===== src/rtl/ext_irq_cfg.svh =====
// register offsets, field positions, reset values and misc constants
// assumes an includer that wants plain macros; definitions only
`ifndef EXT_IRQ_CFG_SVH
`define EXT_IRQ_CFG_SVH

`define ADDR_W 8
`define OFF_SENS 8'h00
`define OFF_PEND 8'h04
`define PORT_SEL_LSB 4
`define PORT_SEL_MSB 5
`define REG_SEL_LSB 2
`define REG_SEL_MSB 3
`define REG_DATA 2'h0
`define REG_DIR 2'h1
`define REG_OPT 2'h2
`define PORT_A_SEL 2'h1
`define PORT_B_SEL 2'h2
`define PORT_F_SEL 2'h3

`define SENS_RESET 8'h00
`define SENS_B_MSB 7
`define SENS_B_LSB 6
`define POL_B_BIT 5
`define SENS_A_MSB 4
`define SENS_A_LSB 3
`define POL_A_BIT 2
`define SENS_WRITABLE 8'hfc

`define PIN_RESET 8'h00
`define SYNC_RESET 8'hff
`define LINE0_MASK 8'h0f
`define LINE1_MASK 8'h07
`define LINE2_MASK 8'h0f
`define LINE3_MASK 8'h10

`define RESP_OKAY 2'h0
`define RESP_SLVERR 2'h2

`endif


===== src/rtl/ext_irq_pkg.sv =====
// types shared by the sensitivity controller and its port stage
// assumes nothing beyond a SystemVerilog compiler
`default_nettype none
package ext_irq_pkg;
   typedef logic [7:0] byte_t;
   typedef enum logic [1:0] {
      SENS_FALL_LOW = 2'h0,
      SENS_RISE = 2'h1,
      SENS_FALL = 2'h2,
      SENS_BOTH = 2'h3
   } sens_mode_e;
endpackage
`default_nettype wire


===== src/rtl/ext_irq_sensitivity_port.sv =====
// external interrupt sensitivity control with three general purpose ports (A, B, F)
// assumes an AXI4-Lite master on clk, CPU interrupt level bits and vector fetch strobes
//
// The register addresses and the AXI4-Lite interface to the registers are this design's own decisions.
`default_nettype none
`include "ext_irq_cfg.svh"
module ext_irq_sensitivity_port
   import ext_irq_pkg::*;
(
   input wire logic clk,
   input wire logic rst,
   input wire logic [`ADDR_W-1:0] s_axi_awaddr,
   input wire logic s_axi_awvalid,
   output logic s_axi_awready,
   input wire logic [31:0] s_axi_wdata,
   input wire logic [3:0] s_axi_wstrb,
   input wire logic s_axi_wvalid,
   output logic s_axi_wready,
   output logic [1:0] s_axi_bresp,
   output logic s_axi_bvalid,
   input wire logic s_axi_bready,
   input wire logic [`ADDR_W-1:0] s_axi_araddr,
   input wire logic s_axi_arvalid,
   output logic s_axi_arready,
   output logic [31:0] s_axi_rdata,
   output logic [1:0] s_axi_rresp,
   output logic s_axi_rvalid,
   input wire logic s_axi_rready,
   input wire logic intLevelHi,
   input wire logic intLevelLo,
   input wire logic [3:0] vectorFetch,
   input wire byte_t portAIn,
   output byte_t portAOut,
   output byte_t portAOeN,
   input wire byte_t portBIn,
   output byte_t portBOut,
   output byte_t portBOeN,
   input wire byte_t portFIn,
   output byte_t portFOut,
   output byte_t portFOeN,
   output logic [3:0] extLineReq
);
   byte_t extInterruptSensitivity;
   logic [3:0] pending;
   logic [`ADDR_W-1:0] wrAddr;
   byte_t wrByte;
   logic wrByteEn;
   logic awHeld;
   logic wHeld;
   logic doWrite;
   logic wrMapped;
   logic next_awHeld;
   logic next_wHeld;
   logic next_bvalid;
   logic next_rvalid;
   logic levelOpen;
   logic sensWrite;
   byte_t sensNew;
   logic [2:0] portWr;
   logic [2:0][7:0] portIn;
   logic [2:0][7:0] portOut;
   logic [2:0][7:0] portOeN;
   logic [2:0][7:0] portLevel;
   logic [2:0][7:0] portPrev;
   logic [2:0][7:0] portDir;
   logic [2:0][7:0] portOpt;
   logic [2:0][7:0] portRead;
   logic [3:0][7:0] lineCur;
   logic [3:0][7:0] linePrev;
   logic [3:0][7:0] lineEn;
   logic [3:0] edgeHit;
   logic [3:0] levelHit;
   logic [3:0] lineClr;
   byte_t rdByte;
   logic rdOk;
   logic [1:0] rdPort;
   logic [1:0] rdReg;
   logic [1:0] wrPort;
   logic [1:0] wrReg;
   sens_mode_e sensA;
   sens_mode_e sensB;
   logic polA;
   logic polB;

   assign sensB = sens_mode_e'(extInterruptSensitivity[`SENS_B_MSB:`SENS_B_LSB]);
   assign sensA = sens_mode_e'(extInterruptSensitivity[`SENS_A_MSB:`SENS_A_LSB]);
   assign polB = extInterruptSensitivity[`POL_B_BIT];
   assign polA = extInterruptSensitivity[`POL_A_BIT];

   // write channel: address and data are taken independently, in either order
   assign doWrite = awHeld && wHeld;
   assign wrPort = wrAddr[`PORT_SEL_MSB:`PORT_SEL_LSB];
   assign wrReg = wrAddr[`REG_SEL_MSB:`REG_SEL_LSB];
   assign wrMapped = (wrAddr == `OFF_SENS) || (wrAddr == `OFF_PEND) ||
      (wrPort != 2'h0 && wrReg != 2'h3 && wrAddr[1:0] == 2'h0 &&
       wrAddr[`ADDR_W-1:`PORT_SEL_MSB+1] == '0);

   always_comb begin
      next_awHeld = awHeld;
      next_wHeld = wHeld;
      next_bvalid = s_axi_bvalid;
      if (s_axi_awvalid && s_axi_awready) begin
         next_awHeld = 1'b1;
      end
      if (s_axi_wvalid && s_axi_wready) begin
         next_wHeld = 1'b1;
      end
      if (doWrite) begin
         next_awHeld = 1'b0;
         next_wHeld = 1'b0;
         next_bvalid = 1'b1;
      end else if (s_axi_bvalid && s_axi_bready) begin
         next_bvalid = 1'b0;
      end
   end

   always_ff @(posedge clk) begin
      if (rst) begin
         awHeld <= 1'b0;
         wHeld <= 1'b0;
         s_axi_bvalid <= 1'b0;
         s_axi_awready <= 1'b0;
         s_axi_wready <= 1'b0;
      end else begin
         awHeld <= next_awHeld;
         wHeld <= next_wHeld;
         s_axi_bvalid <= next_bvalid;
         // one write at a time: no new address or data until the response is gone
         s_axi_awready <= !next_awHeld && !next_bvalid && !doWrite;
         s_axi_wready <= !next_wHeld && !next_bvalid && !doWrite;
      end
   end

   always_ff @(posedge clk) begin
      if (rst) begin
         wrAddr <= '0;
      end else if (s_axi_awvalid && s_axi_awready) begin
         wrAddr <= s_axi_awaddr;
      end
   end

   always_ff @(posedge clk) begin
      if (rst) begin
         wrByte <= '0;
         wrByteEn <= 1'b0;
      end else if (s_axi_wvalid && s_axi_wready) begin
         wrByte <= s_axi_wdata[7:0];
         wrByteEn <= s_axi_wstrb[0];
      end
   end

   always_ff @(posedge clk) begin
      if (rst) begin
         s_axi_bresp <= `RESP_OKAY;
      end else if (doWrite) begin
         s_axi_bresp <= wrMapped ? `RESP_OKAY : `RESP_SLVERR;
      end
   end

   // sensitivity fields only open at CPU interrupt level 3
   assign levelOpen = intLevelHi && intLevelLo;
   assign sensWrite = doWrite && wrByteEn && wrAddr == `OFF_SENS && levelOpen;
   // reserved bits 1:0 are kept at zero whatever software writes
   assign sensNew = wrByte & `SENS_WRITABLE;

   always_ff @(posedge clk) begin
      if (rst) begin
         extInterruptSensitivity <= `SENS_RESET;
      end else if (sensWrite) begin
         extInterruptSensitivity <= sensNew;
      end
   end

   // a write that changes a line's sensitivity discards its pending request
   always_comb begin
      lineClr[0] = sensWrite && (sensNew[`SENS_A_MSB:`POL_A_BIT] !=
         extInterruptSensitivity[`SENS_A_MSB:`POL_A_BIT]);
      lineClr[1] = sensWrite && (sensNew[`SENS_A_MSB:`SENS_A_LSB] !=
         extInterruptSensitivity[`SENS_A_MSB:`SENS_A_LSB]);
      lineClr[2] = sensWrite && (sensNew[`SENS_B_MSB:`POL_B_BIT] !=
         extInterruptSensitivity[`SENS_B_MSB:`POL_B_BIT]);
      lineClr[3] = sensWrite && (sensNew[`SENS_B_MSB:`SENS_B_LSB] !=
         extInterruptSensitivity[`SENS_B_MSB:`SENS_B_LSB]);
   end

   // ports: index 0 is A, 1 is B, 2 is F
   assign portIn[0] = portAIn;
   assign portIn[1] = portBIn;
   assign portIn[2] = portFIn;
   assign portAOut = portOut[0];
   assign portBOut = portOut[1];
   assign portFOut = portOut[2];
   assign portAOeN = portOeN[0];
   assign portBOeN = portOeN[1];
   assign portFOeN = portOeN[2];

   for (genvar p = 0; p < 3; p++) begin : g_port
      assign portWr[p] = doWrite && wrByteEn && wrMapped && wrPort == 2'(p + 1);
      gp_port_pins u_pins (
         .clk(clk),
         .rst(rst),
         .wrEn(portWr[p]),
         .wrSel(wrReg),
         .wrData(wrByte),
         .pinIn(portIn[p]),
         .pinOut(portOut[p]),
         .pinOeN(portOeN[p]),
         .pinLevel(portLevel[p]),
         .pinPrev(portPrev[p]),
         .dir(portDir[p]),
         .opt(portOpt[p]),
         .readData(portRead[p])
      );
   end

   // group pins per line; a pin joins its line only as an input with option set
   always_comb begin
      lineCur[0] = portLevel[0];
      linePrev[0] = portPrev[0];
      lineEn[0] = ~portDir[0] & portOpt[0] & `LINE0_MASK;
      lineCur[1] = portLevel[2];
      linePrev[1] = portPrev[2];
      lineEn[1] = ~portDir[2] & portOpt[2] & `LINE1_MASK;
      lineCur[2] = portLevel[1];
      linePrev[2] = portPrev[1];
      lineEn[2] = ~portDir[1] & portOpt[1] & `LINE2_MASK;
      lineCur[3] = portLevel[1];
      linePrev[3] = portPrev[1];
      lineEn[3] = ~portDir[1] & portOpt[1] & `LINE3_MASK;
   end

   // inverting the sampled pin turns low into high and swaps rising with falling,
   // while leaving both-edges alone, which is exactly the polarity behaviour
   for (genvar l = 0; l < 4; l++) begin : g_line
      sens_mode_e mode;
      logic inv;
      byte_t cur;
      byte_t prev;
      byte_t hit;
      assign mode = (l < 2) ? sensA : sensB;
      assign inv = (l == 0) ? polA : ((l == 2) ? polB : 1'b0);
      assign cur = lineCur[l] ^ {8{inv}};
      assign prev = linePrev[l] ^ {8{inv}};
      always_comb begin
         unique case (mode)
            SENS_RISE: hit = cur & ~prev;
            SENS_FALL: hit = ~cur & prev;
            SENS_BOTH: hit = cur ^ prev;
            SENS_FALL_LOW: hit = ~cur & prev;
         endcase
      end
      assign edgeHit[l] = |(hit & lineEn[l]);
      assign levelHit[l] = (mode == SENS_FALL_LOW) && |(~cur & lineEn[l]);

      // a new edge in the same cycle as a fetch or clear still wins
      always_ff @(posedge clk) begin
         if (rst) begin
            pending[l] <= 1'b0;
            extLineReq[l] <= 1'b0;
         end else begin
            pending[l] <= edgeHit[l] ||
               (pending[l] && !vectorFetch[l] && !lineClr[l]);
            extLineReq[l] <= edgeHit[l] || levelHit[l] ||
               (pending[l] && !vectorFetch[l] && !lineClr[l]);
         end
      end
   end

   // read channel
   assign rdPort = s_axi_araddr[`PORT_SEL_MSB:`PORT_SEL_LSB];
   assign rdReg = s_axi_araddr[`REG_SEL_MSB:`REG_SEL_LSB];

   always_comb begin
      rdByte = '0;
      rdOk = 1'b0;
      if (s_axi_araddr == `OFF_SENS) begin
         rdByte = extInterruptSensitivity;
         rdOk = 1'b1;
      end else if (s_axi_araddr == `OFF_PEND) begin
         rdByte = {4'h0, extLineReq};
         rdOk = 1'b1;
      end else if (rdPort != 2'h0 && s_axi_araddr[1:0] == 2'h0 &&
                   s_axi_araddr[`ADDR_W-1:`PORT_SEL_MSB+1] == '0) begin
         rdOk = 1'b1;
         unique case (rdReg)
            `REG_DATA: rdByte = portRead[rdPort - 2'h1];
            `REG_DIR: rdByte = portDir[rdPort - 2'h1];
            `REG_OPT: rdByte = portOpt[rdPort - 2'h1];
            default: rdOk = 1'b0;
         endcase
      end
   end

   always_comb begin
      next_rvalid = s_axi_rvalid;
      if (s_axi_arvalid && s_axi_arready) begin
         next_rvalid = 1'b1;
      end else if (s_axi_rvalid && s_axi_rready) begin
         next_rvalid = 1'b0;
      end
   end

   always_ff @(posedge clk) begin
      if (rst) begin
         s_axi_rvalid <= 1'b0;
         s_axi_arready <= 1'b0;
      end else begin
         s_axi_rvalid <= next_rvalid;
         s_axi_arready <= !next_rvalid && !(s_axi_arvalid && s_axi_arready);
      end
   end

   always_ff @(posedge clk) begin
      if (rst) begin
         s_axi_rdata <= '0;
         s_axi_rresp <= `RESP_OKAY;
      end else if (s_axi_arvalid && s_axi_arready) begin
         s_axi_rdata <= {24'h0, rdByte};
         s_axi_rresp <= rdOk ? `RESP_OKAY : `RESP_SLVERR;
      end
   end
endmodule
`default_nettype wire


===== src/rtl/gp_port_pins.sv =====
// one eight-pin general purpose port: direction, option, output latch, input sampling
// assumes pin inputs synchronous to clk; writes come as single-cycle enables
`default_nettype none
`include "ext_irq_cfg.svh"
module gp_port_pins
   import ext_irq_pkg::*;
(
   input wire logic clk,
   input wire logic rst,
   input wire logic wrEn,
   input wire logic [1:0] wrSel,
   input wire byte_t wrData,
   input wire byte_t pinIn,
   output byte_t pinOut,
   output byte_t pinOeN,
   output byte_t pinLevel,
   output byte_t pinPrev,
   output byte_t dir,
   output byte_t opt,
   output byte_t readData
);
   byte_t syncFirst;

   // writing the latch never disturbs an input pin: it only drives once dir is 1
   always_ff @(posedge clk) begin
      if (rst) begin
         pinOut <= `PIN_RESET;
      end else if (wrEn && wrSel == `REG_DATA) begin
         pinOut <= wrData;
      end
   end

   always_ff @(posedge clk) begin
      if (rst) begin
         dir <= `PIN_RESET;
         pinOeN <= ~`PIN_RESET;
      end else if (wrEn && wrSel == `REG_DIR) begin
         dir <= wrData;
         pinOeN <= ~wrData;
      end
   end

   always_ff @(posedge clk) begin
      if (rst) begin
         opt <= `PIN_RESET;
      end else if (wrEn && wrSel == `REG_OPT) begin
         opt <= wrData;
      end
   end

   // two-stage sampling, then one more stage kept only for edge comparison
   always_ff @(posedge clk) begin
      if (rst) begin
         syncFirst <= `SYNC_RESET;
         pinLevel <= `SYNC_RESET;
         pinPrev <= `SYNC_RESET;
      end else begin
         syncFirst <= pinIn;
         pinLevel <= syncFirst;
         pinPrev <= pinLevel;
      end
   end

   // bit x of every register maps to pin x
   always_comb begin
      readData = (dir & pinOut) | (~dir & pinLevel);
   end
endmodule
`default_nettype wire


===== config.mk =====
export PLATFORM = sky130hd
export DESIGN_NAME = ext_irq_sensitivity_port
export DESIGN_NICKNAME = d
export VERILOG_FILES = /design/src/rtl/ext_irq_pkg.sv /design/src/rtl/ext_irq_sensitivity_port.sv /design/src/rtl/gp_port_pins.sv
export VERILOG_INCLUDE_DIRS = /design/src /design/src/rtl
export SDC_FILE = /design/constraint.sdc
export NUM_CORES = 1
export LEC_CHECK = 0
export ABC_AREA = 1
export BUFFER_PORTS_ARGS = -buffer_cell sky130_fd_sc_hd__buf_2
export CAP_MARGIN = 5
export CORE_MARGIN = 4
export CORE_UTILIZATION = 59
export CTS_CLUSTER_DIAMETER = 100
export DETAILED_ROUTE_END_ITERATION = 10
export PLACE_DENSITY = 0.85
export REMOVE_ABC_BUFFERS = 1
export SLEW_MARGIN = 25
export SYNTH_ARGS = -nofsm -noshare
export SYNTH_HDL_FRONTEND = slang
export SYNTH_SLANG_ARGS = --single-unit

===== constraint.sdc =====
create_clock -name clk -period 3.65 [get_ports clk]
set_input_delay 0.5475 -clock clk [delete_from_list [all_inputs] [get_ports clk]]
set_output_delay 0.5475 -clock clk [all_outputs]
set_load 0.02 [all_outputs]

Word-level counts from Yosys, hierarchy flattened
Cells that the tools add are included.
Storage, ports and cells
  flip-flop bits (word level): 218
  bits of input ports: 89
  output and inout bits: 93
  logic and storage cells: 241
Operators by class
  add/sub/neg operators: 1
  magnitude comparators: 1
  equal/unequal tests: 20
  multiplexer cells: 28
  bitwise logic cells: 48
  reduce and logical (&&, ||, !) cells: 100
Operator list (count)
  $pmux 8 s3: 5
  $and 8x8->8: 14
  $not 8->8: 12
  $reduce_or 8->1: 8
  $xor 8x8->8: 8
  $logic_and 1x1->1: 49
  $bmux 8 s2: 3
  $mux 8: 6
  $and 8x4->8: 4
  $or 8x8->8: 3
  $and 8x3->8: 2
  $and 8x5->8: 2
  $eq 2x2->1 const B: 8
  $eq 8x3->1 const B: 2
  $logic_not 2->1: 8
  $logic_not 8->1: 2
  $logic_not 1->1: 14
  $logic_or 1x1->1: 14
  $mux 1: 12
  $eq 2x1->1 const B: 5
  $ne 3x3->1: 2
  $and 5x5->5: 1
  $and 4x4->4: 1
  $mux 2: 2
  other kinds (8): 11

Logic depth before layout (Yosys ltp)
Gate-level depths: netlist (run 1).
  word-level depth: 9
  depth in mapped cells: 14
  mapped depth without buffers: 13

Hierarchy
A second synthesis (run 1) with hierarchy kept.
Second synthesis, totals
  cells, all modules: 1299
  area, all modules: 9706.8 um^2
By module, submodules not included
  gp_port_pins: times used 3, cells an instance 228, area an instance 1956.9 um^2, seq. area each 1121.1 um^2
  ext_irq_sensitivity_port: times used 1, cells an instance 615, area an instance 3836.2 um^2, seq. area each 960.9 um^2

Worst setup path after synthesis (run 1)
Ideal clock, no wire load.
  path type: in2reg
  start: in s_axi_araddr[4]
  end: reg s_axi_rdata[3]
  setup time: 70 ps
  data arrival time: 2262 ps
  required time: 3580 ps
  slack: 1318 ps
  stages on the path: 12
  path buffers: 3
  path through: inv_1 -> clkbuf_1 -> ha_1 -> clkbuf_1 -> inv_1 -> clkbuf_1 -> nand3_1 -> a21oi_1 -> nor2_1 -> nand2_1 -> nand2_1 -> a21oi_1
Between the ends
  cells in the longest elaborated chain, start to end: 7
  elaborated cells between the ends (all ways): 16
Ends and longest elaborated chain
  start: declaration: line ext_irq_sensitivity_port.sv:22  | input wire logic [`ADDR_W-1:0] s_axi_araddr,
  $sub 2x1->2: line ext_irq_sensitivity_port.sv:286, ext_irq_sensitivity_port.sv:287, ext_irq_sensitivity_port.sv:288
  $bmux 8 s2, on equally long branches: line ext_irq_sensitivity_port.sv:288, ext_irq_sensitivity_port.sv:286, ext_irq_sensitivity_port.sv:287
  $mux 8, on equally long branches: line ext_irq_sensitivity_port.sv:288, ext_irq_sensitivity_port.sv:286, ext_irq_sensitivity_port.sv:287
  $pmux 8 s3: line ext_irq_sensitivity_port.sv:285  | unique case (rdReg)
  $mux 8: line ext_irq_sensitivity_port.sv:282  | end else if (rdPort != 2'h0 && s_axi_araddr[1:0] == 2'h0 &&
  $mux 8: line ext_irq_sensitivity_port.sv:279  | end else if (s_axi_araddr == `OFF_PEND) begin
  $mux 8 (*): line ext_irq_sensitivity_port.sv:276  | if (s_axi_araddr == `OFF_SENS) begin
  end signal: assignment: line ext_irq_sensitivity_port.sv:318  | s_axi_rdata <= {24'h0, rdByte};
  end: declaration: line ext_irq_sensitivity_port.sv:25  | output logic [31:0] s_axi_rdata,
Mark *: on every way between the ends. The rest lies on a longest branch, timed or not. The select of a mux whose other input is x is not followed.
A chain may end at the register's enable or synchronous reset.

Worst setup path in the final report (run 1)
  start: reg wrAddr[5]
  end: reg g_port[2].u_pins.dir[2]
Between the ends
  cells in the longest elaborated chain, start to end: 8
  elaborated cells between the ends (all ways): 12
Ends and longest elaborated chain
  start: declaration: line ext_irq_sensitivity_port.sv:45  | logic [`ADDR_W-1:0] wrAddr;
  start signal: assignment: line ext_irq_sensitivity_port.sv:138  | wrAddr <= s_axi_awaddr;
  $reduce_bool 2->1: line ext_irq_sensitivity_port.sv:95  | (wrPort != 2'h0 && wrReg != 2'h3 && wrAddr[1:0] == 2'h0 &&
  $logic_and 1x1->1 (3 in series): line ext_irq_sensitivity_port.sv:95
  $logic_or 1x1->1: line ext_irq_sensitivity_port.sv:94  | assign wrMapped = (wrAddr == `OFF_SENS) || (wrAddr == `OFF_PEND) ||
  $logic_and 1x1->1: line ext_irq_sensitivity_port.sv:198  | assign portWr[p] = doWrite && wrByteEn && wrMapped && wrPort == 2'(p + 1);
  $logic_and 1x1->1 (*): line ext_irq_sensitivity_port.sv:198
  $logic_and 1x1->1 (no line) (*)
  end signal: assignment: line gp_port_pins.sv:35  | dir <= `PIN_RESET;
  end signal: assignment: line gp_port_pins.sv:38  | dir <= wrData;
  end: declaration: line gp_port_pins.sv:18  | output byte_t dir,
Mark *: on every way between the ends. The rest lies on a longest branch, timed or not.

==> results.json, run 1 <==
{
  "synth-main-ff-cell": "dfxtp_1",
  "grt_pass1_wl_um": 36760,
  "seqPwrFrac": 0.457,
  "p_int_uw": 3919,
  "die_width_um": 129.6,
  "status": "complete, no violations",
  "critPathRequiredTime_ns": 4.00,
  "cts.htree.levels": 1,
  "hold_violations": 0,
  "setup_violations": 0,
  "swShare": 0.2263,
  "final_cell_mix": "nand2_1 (218), dfxtp_1 (204), buf_2 (128)",
  "synth_edf_count": 0,
  "cts_setup_buffers": 0,
  "gp_congestion": 0.9242,
  "cts_made_buffers": 21,
  "die_area_mm2": 0.01680,
  "port_buffers": 128,
  "rows": 44,
  "rsz0062_at_grt": "false",
  "ys_warn_count": 0,
  "fin_skew_ns": 0.01810,
  "clkSinkCount": 204,
  "leakagePower_uw": 0.004508,
  "antenna_found_initial": 0,
  "cts_resized": 0,
  "cp.arrival_ns": 2.89,
  "dpl_cell_area_mm2": 0.009360,
  "clockBufferDepth": 3,
  "nNetsFinal": 1355,
  "syn_area_mm2": 0.008726,
  "ioPinCount": 182,
  "core_area_mm2": 0.01453,
  "start_util": 0.6004,
  "crit_path_end_kind": "flip-flop",
  "synthDistinctLibCells": 31,
  "ys_async_sr_fraction": 0,
  "timing.final.crit_share": 0.6933,
  "clock_tree.root_cell": "clkbuf_16",
  "grt_pass1_vias": 7398,
  "syn_inst": 1127,
  "tns_ns": 0,
  "drt_pre_antenna_iters": 5,
  "track_usage": 0.2731,
  "syn_avg_cell_area_um2": 7.743,
  "dr_total_vias": 7987,
  "final_area_mm2": 0.01013,
  "diodes": 0,
  "drtIter0Drc": 937,
  "period_minus_slack_ns": 2.531,
  "layout-drive-gt1-share": 0.1793,
  "hp-class": "in2reg",
  "drv_cap": 0,
  "wire_per_inst_um": 16.28,
  "grt_start_max_net_pins": 81,
  "ant_nets": 0,
  "place_hpwl_um": 16050,
  "cts_tree": "yes",
  "remaining_drc_errors": 0,
  "viasPerCell": 5.550,
  "final_util": 0.6972,
  "cts.reportedPaths.clkPinSlew_ns": 0.06,
  "clkPwrFrac": 0.472,
  "wl_um": 23430,
  "hold-worst-slack_ns": 0.2312,
  "syn_to_final_growth_pct": 16.13,
  "p_switching_uw": 1147,
  "grt-ovfl-total": 0,
  "fp.dieH_um": 129.6,
  "relSlewSlack": 0.4817,
  "crit_type": "reg2reg",
  "slew_violations": 0,
  "critPathMaxFanout": 16,
  "synth_seq_cells": 204,
  "comb_power_share": 0.072,
  "critPathLaunchType": "flip-flop",
  "hold_buffers": 0,
  "final_common_cell": "nand2_1",
  "tightest_slew_ns": 0.7751,
  "num-fill-cells": 1168,
  "max_clock_freq_mhz": 395.2,
  "vdd_drop_max_uv": 407.5,
  "finalPower_uw": 5066,
  "synth_seq_area_share": 0.4680,
  "powerDensity_mw_per_mm2": 499.9,
  "clock_latency_ns": 0.49
}
-- area by class of cell --
| class | instances | area [µm²] | area share |
|---|---|---|---|
| Sequential cell | 204 | 4084 | 0.4030 |
| Multi-Input combinational cell | 756 | 3879 | 0.3828 |
| Timing Repair Buffer | 135 | 705.7 | 0.06964 |
| Clock buffer | 27 | 568.0 | 0.05606 |
| Inverter | 123 | 461.7 | 0.04556 |
| Tap cell | 184 | 230.2 | 0.02272 |
| Clock inverter | 10 | 205.2 | 0.02025 |
-- sequential cells by signal (all words and copies together) (netlist names), 12 cells and up --
name and count:
g_port.u_pins.pinOeN 24, g_port.u_pins.opt 24, g_port.u_pins.pinOut 24, g_port.u_pins.pinPrev 12, g_port.u_pins.dir 24, g_port.u_pins.pinLevel 24, g_port.u_pins.syncFirst 24
-- layer usage --
| metal | global-route usage | wire length, µm | vias up |
|---|---|---|---|
| met5 | 0 | 0 | - |
| met4 | 0.1125 | 1036 | 0 |
| met3 | 0.03875 | 2261 | 76 |
| met2 | 0.4577 | 10890 | 390 |
| met1 | 0.3553 | 9241 | 3650 |
| li1 | - | - | 3871 |
-- worst paths after layout --
kind                                       from                             to  slack (ns)  cells past startpoint
hold reg to reg   g_port[2].u_pins.syncFirst[2]   g_port[2].u_pins.pinLevel[2]        0.41                      1
hold / removal                       portAIn[4]  g_port[0].u_pins.syncFirst[4]        0.23                      2
setup / recovery                      wrAddr[5]        g_port[2].u_pins.dir[2]        1.12                      9
setup reg to reg                      wrAddr[5]        g_port[2].u_pins.dir[2]        1.12                      9
-- synthesized netlist by cell type, types with 6 or more instances --
cell type	number	area, µm²
xnor2_1	10	87.58
a21oi_1	125	625.6
nand2_1	218	818.3
dfxtp_1	204	4084
nand3_1	47	235.2
clkbuf_1	31	116.4
ha_1	25	312.8
inv_1	121	454.2
buf_4	26	195.2
nand4_1	9	56.30
nor3_1	6	30.03
o21a_1	11	82.58
a21o_1	8	60.06
o211ai_1	26	195.2
o21ai_0	122	610.6
nor2_1	56	210.2
or2_2	48	300.3
buf_2	7	35.03
-- worst max-delay path, stage by stage (launching register included) --
cell     delay, ns
dfxtp_1       0.45
inv_1         0.11
nand2_1       0.11
nand2_1       0.08
nand2_1       0.13
nand3_2       0.11
inv_2         0.11
nand4_1       0.61
o21ai_0       0.62
a21oi_1       0.07
-- metrics by stage --
step / std cells / setup slack (ns)
after floorplan: 1083 / 1.091
after global placement: 1402 / 0.8828
after detailed placement: 1402 / 0.7807
after CTS: 1439 / 1.188
after global routing: 1439 / 0.8711
final: 1439 / 1.119
-- power groups by stage --
stage / clock network [µW] / logic, µW / registers [µW]
global placement: 0 / 344 / 2360
global route: 2490 / 403 / 2320
finish: 2390 / 363 / 2310
detailed placement: 0 / 352 / 2360
CTS: 2400 / 357 / 2310
floorplan: 0 / 214 / 2360
-- cell families after synthesis --
group	synth area share
buffers and inverters	0.09822
flip-flops	0.4680
adder cells (fa/ha/maj)	0.03585
AO/OA/AOI/OAI	0.1894
AND/OR/NAND/NOR	0.1960
other	0.0004298
XOR/XNOR	0.01204
Power figures use the tool's default switching activity.
==> run 2, diff against run 1 <==
Settings changed: CORE_UTILIZATION 59 to 49, PLACE_DENSITY 0.85 to 0.76.
Clock period 3.65 ns to 2.3 ns, I/O delays scaled along.
==> results.json, run 2 (synthesis results as in run 1) <==
{
  "status": "complete, no violations",
  "hold_violations": 0,
  "clock_latency_ns": 0.50,
  "rrSetupSlack_ns": 0.20,
  "tightest_slew_ns": 0.6760,
  "final_common_cell": "nand2_1",
  "grt_pass1_vias": 7401,
  "rows": 48,
  "cts_resized": 0,
  "antenna_found_initial": 0,
  "die_area_mm2": 0.02001,
  "hold_buffers": 0,
  "critPathLaunchType": "flip-flop",
  "final_area_mm2": 0.01028,
  "num-fill-cells": 1572,
  "drt_pre_antenna_iters": 5,
  "dr_total_vias": 7867,
  "drtIter0Drc": 789,
  "grt-ovfl-total": 0,
  "cts_setup_buffers": 0,
  "dpl_cell_area_mm2": 0.009587,
  "wire_per_inst_um": 15.81,
  "holdPathStages": 2,
  "fin_skew_ns": 0.01241,
  "max_clock_freq_mhz": 475.5,
  "clkPwrFrac": 0.441,
  "swShare": 0.2342,
  "syn_to_final_growth_pct": 17.85,
  "port_buffers": 128,
  "grt_pass1_wl_um": 37800,
  "setup_ws_ns": 0.1970,
  "slew_violations": 0,
  "hp-class": "in2reg",
  "clkSinkCount": 204,
  "leakagePower_uw": 0.004590,
  "diodes": 0,
  "clockBufferDepth": 3,
  "gp_congestion": 0.9124,
  "final_cell_mix": "nand2_1 (218), dfxtp_1 (204), buf_2 (128)",
  "ioPinCount": 182,
  "rsz0062_at_grt": "false",
  "core_area_mm2": 0.01736,
  "wl_um": 23700,
  "fp.dieH_um": 141.4,
  "crit_type": "reg2reg",
  "comb_power_share": 0.077,
  "crit_path_end_kind": "flip-flop",
  "clock_tree.root_cell": "clkbuf_16",
  "period_minus_slack_ns": 2.103,
  "drv_cap": 0,
  "viasPerCell": 5.248,
  "fin_cells": 1499,
  "dp_cells": 1463,
  "p_switching_uw": 1789,
  "relSlewSlack": 0.5483,
  "critPathRequiredTime_ns": 2.67,
  "layout-drive-gt1-share": 0.1915,
  "ant_nets": 0,
  "cts_made_buffers": 22,
  "track_usage": 0.2316,
  "die_width_um": 141.4,
  "nNetsFinal": 1376,
  "place_hpwl_um": 17040,
  "cts.htree.levels": 1,
  "cp.arrival_ns": 2.47,
  "pre_cts_ws_ns": 0.2474,
  "seqPwrFrac": 0.481,
  "cts_tree": "yes",
  "grt_start_max_net_pins": 81,
  "powerDensity_mw_per_mm2": 743.0,
  "start_util": 0.5027,
  "vdd_drop_max_uv": 570.8,
  "worst_r2r_path_depth": 11,
  "remaining_drc_errors": 0,
  "critPathMaxFanout": 17,
  "timing.final.crit_share": 0.9144,
  "cts.reportedPaths.clkPinSlew_ns": 0.06,
  "p_int_uw": 5851,
  "setup_violations": 0,
  "finalPower_uw": 7640
}
==> run 2: cell count changes in the layout (fill, tap and decap cells not counted) <==
cell	delta
bufinv_16	-6
buf_12	+2
clkbuf_16	+2
clkbuf_8	+5
clkinvlp_4	-2
buf_4	+18
==> run 2: area by class of cell <==
cell class | count | area, µm² | area share
multi-input cells | 756 | 3879 | 0.3772
clock inverters | 2 | 10.01 | 0.0009734
flip-flops and latches | 204 | 4084 | 0.3971
clock buffers | 34 | 686.9 | 0.06680
inverters | 123 | 461.7 | 0.04490
well taps | 225 | 281.5 | 0.02738
repair buffers | 155 | 880.8 | 0.08566
==> run 2: per-stage QoR <==
| stage | TNS, ns | hold slack [ns] | util |
|---|---|---|---|
| after detailed placement | 0 | 0.3933 | 0.5523 |
| after CTS | 0 | 0.01665 | 0.5925 |
| after floorplan | -0.08345 | 0.3895 | - |
| after global placement | 0 | 0.3909 | 0.5523 |
| after global routing | 0 | 0.01800 | 0.5925 |
| final | 0 | 0.02461 | 0.5925 |
==> run 2: power by group through the flow <==
stage / clock network [µW] / logic, µW / registers (µW)
after global placement: 0 / 568 / 3750
final: 3370 / 591 / 3680
after floorplan: 0 / 340 / 3750
after global routing: 3560 / 660 / 3680
after CTS: 3410 / 586 / 3680
after detailed placement: 0 / 581 / 3750
==> run 2: final timing paths <==
path	from	end
worst max-delay path	wrAddr[5]	g_port[1].u_pins.dir[2]
worst min register to register	g_port[1].u_pins.syncFirst[4]	g_port[1].u_pins.pinLevel[4]
worst max register to register	wrAddr[5]	g_port[1].u_pins.dir[2]
worst min-delay path	portFIn[4]	g_port[2].u_pins.syncFirst[4]
==> run 2: per-layer routing <==
| metal | up-vias | track usage | share of wire |
|---|---|---|---|
| li1 | 3914 | - | - |
| met1 | 3568 | 0.3084 | 0.42 |
| met2 | 335 | 0.3805 | 0.46 |
| met3 | 50 | 0.03741 | 0.086 |
| met4 | 0 | 0.08687 | 0.030 |
| met5 | - | 0 | 0 |
==> run 2: critical path: stages, from the launching register on <==
cell and delay, ns:
dfxtp_1 0.45, inv_1 0.11, nand2_1 0.09, nand2_1 0.05
nand2_1 0.08, nand3_2 0.09, inv_2 0.11, nand3_2 0.17
nor2_4 0.37, inv_1 0.26, nand2_1 0.12, a21oi_1 0.06
==> run 3, diff against run 2 <==
Settings changed: CORE_UTILIZATION 49 to 55, PLACE_DENSITY 0.76 to 0.8.
Clock period 2.3 ns to 1.98 ns, I/O delays scaled along.
==> results.json, run 3 (synthesis results as in run 1) <==
{
  "status": "complete, no violations",
  "critPathLaunchType": "flip-flop",
  "hold_violations": 0,
  "final_cell_mix": "nand2_1 (217), dfxtp_1 (204), buf_2 (128)",
  "critPathRequiredTime_ns": 2.39,
  "clkSinkCount": 204,
  "cp.arrival_ns": 2.24,
  "wl_um": 23690,
  "drv_cap": 0,
  "final_common_cell": "nand2_1",
  "fin_cells": 1525,
  "clock_tree.root_cell": "clkbuf_16",
  "crit_path_end_kind": "flip-flop",
  "holdPathStages": 3,
  "reg2reg_from": "wHeld",
  "viasPerCell": 5.313,
  "cts.htree.levels": 1,
  "cp_num_buf_inv": 1,
  "vdd_drop_max_uv": 621.6,
  "grt_pass1_wl_um": 37740,
  "finalPower_uw": 8925,
  "critPathMaxFanout": 16,
  "die_area_mm2": 0.01794,
  "max_stage_delay_ns": 0.37,
  "tns_ns": 0,
  "slowest_stage": "nor2_4",
  "layout-drive-gt1-share": 0.2002,
  "rows": 45,
  "timing.final.crit_share": 0.9229,
  "cts_made_buffers": 21,
  "die_width_um": 134.0,
  "ant_nets": 0,
  "diodes": 0,
  "final_area_mm2": 0.01063,
  "place_hpwl_um": 16780,
  "antenna_found_initial": 0,
  "nNetsFinal": 1414,
  "slew_violations": 0,
  "wire_per_inst_um": 15.53,
  "grt_start_max_net_pins": 81,
  "drt_pre_antenna_iters": 7,
  "dp_cells": 1463,
  "rrSetupSlack_ns": 0.15,
  "min_to": "wrAddr[0]",
  "reg2reg_to": "g_port[1].u_pins.opt[5]",
  "grt_pass1_vias": 7562,
  "crit_chain": "nand2_1 > nor2_1 > nand3_2 > inv_2 > nand3_2 > nor2_4 > o21ai_0 > a21oi_1",
  "remaining_drc_errors": 0,
  "fp.dieH_um": 134.0,
  "drtIter0Drc": 730,
  "num-fill-cells": 1243,
  "port_buffers": 128,
  "max_clock_freq_mhz": 547.2,
  "cts_tree": "yes",
  "min_from": "s_axi_awaddr[0]",
  "hp-class": "in2reg",
  "syn_to_final_growth_pct": 21.81,
  "fin_skew_ns": 0.007265,
  "gp_congestion": 0.9335,
  "crit_type": "reg2reg",
  "cp_common_cell": "nand3_2",
  "hold-worst-slack_ns": 0.06241,
  "powerDensity_mw_per_mm2": 839.7,
  "worst_r2r_path_depth": 8,
  "ioPinCount": 182,
  "setup_violations": 0,
  "track_usage": 0.2566,
  "cts.reportedPaths.clkPinSlew_ns": 0.06,
  "clockBufferDepth": 3,
  "start_util": 0.5677,
  "clock_latency_ns": 0.49,
  "cp_top_family": "simple AND/OR/NAND/NOR gates",
  "leakagePower_uw": 0.004760,
  "dpl_cell_area_mm2": 0.009674,
  "core_area_mm2": 0.01537,
  "grt-ovfl-total": 0,
  "dr_total_vias": 8102,
  "period_minus_slack_ns": 1.827
}
-- run 3: cell types whose count changed in the layout (fill, tap and decap cells not counted), sizes merged --
cell	previous run	this run
dlygate4sd3	0	24
buf	155	170
clkbuf	34	27
clkinv	3	7
bufinv	0	2
clkinvlp	0	2
-- run 3: repair_timing --
item                                   CTS  global route
setup buffers                            0             1
hold buffers                            24             0
endpoints found under the hold margin   24             0
resized for setup                        0             4
setup endpoints to repair                0            21
-- run 3: layout make-up --
cell class	instances	area, µm²	share of cell area
clock buffers	27	578.1	0.05439
clock inverters	10	108.9	0.01024
inverters	123	461.7	0.04344
multi-input cells	756	3886	0.3656
flip-flops and latches	204	4084	0.3842
well taps	211	264.0	0.02484
repair buffers	194	1246	0.1172
-- run 3: per-stage QoR --
stage          utilization  setup WS, ns
5_1_grt             0.6915      -0.01100
2_1_floorplan            -       -0.3289
4_1_cts             0.6897        0.1364
6_report            0.6915        0.1526
3_3_place_gp        0.6294        0.1177
3_5_place_dp        0.6294        0.1026
-- run 3: where the power goes --
group / leakage, µW / switching, µW / total [µW] / internal (µW)
Clock: 0.000336 / 1590 / 3920 / 2330
Combinational: 0.00276 / 469 / 747 / 278
Sequential: 0.00166 / 60.3 / 4260 / 4200
Total: 0.00476 / 2120 / 8920 / 6810
-- run 3: worst max-delay path by stage --
stage | from | to | slack (ns) | depth (start not counted)
6_report | wHeld | g_port[1].u_pins.opt[5] | 0.15 | 8
3_3_place_gp | s_axi_araddr[4] | s_axi_rdata[0] | 0.12 | 13
4_1_cts | wHeld | g_port[0].u_pins.dir[6] | 0.14 | 9
3_5_place_dp | s_axi_araddr[4] | s_axi_rdata[0] | 0.10 | 13
2_1_floorplan | s_axi_araddr[4] | s_axi_rdata[0] | -0.33 | 12
5_1_grt | wHeld | g_port[1].u_pins.opt[5] | -0.01 | 8
-- run 3: worst register-to-register path, cell delays in order, from the launching register on --
cell,delay (ns)
dfxtp_1,0.35
nand2_1,0.11
nor2_1,0.20
nand3_2,0.12
inv_2,0.11
nand3_2,0.16
nor2_4,0.37
o21ai_0,0.16
a21oi_1,0.17
-- run 3: metal layers --
layer	vias up	global-route usage	part of all wire
li1	3976	-	-
met1	3734	0.3448	0.43
met2	347	0.4231	0.46
met3	45	0.04651	0.086
met4	0	0.07829	0.024
met5	-	0	0
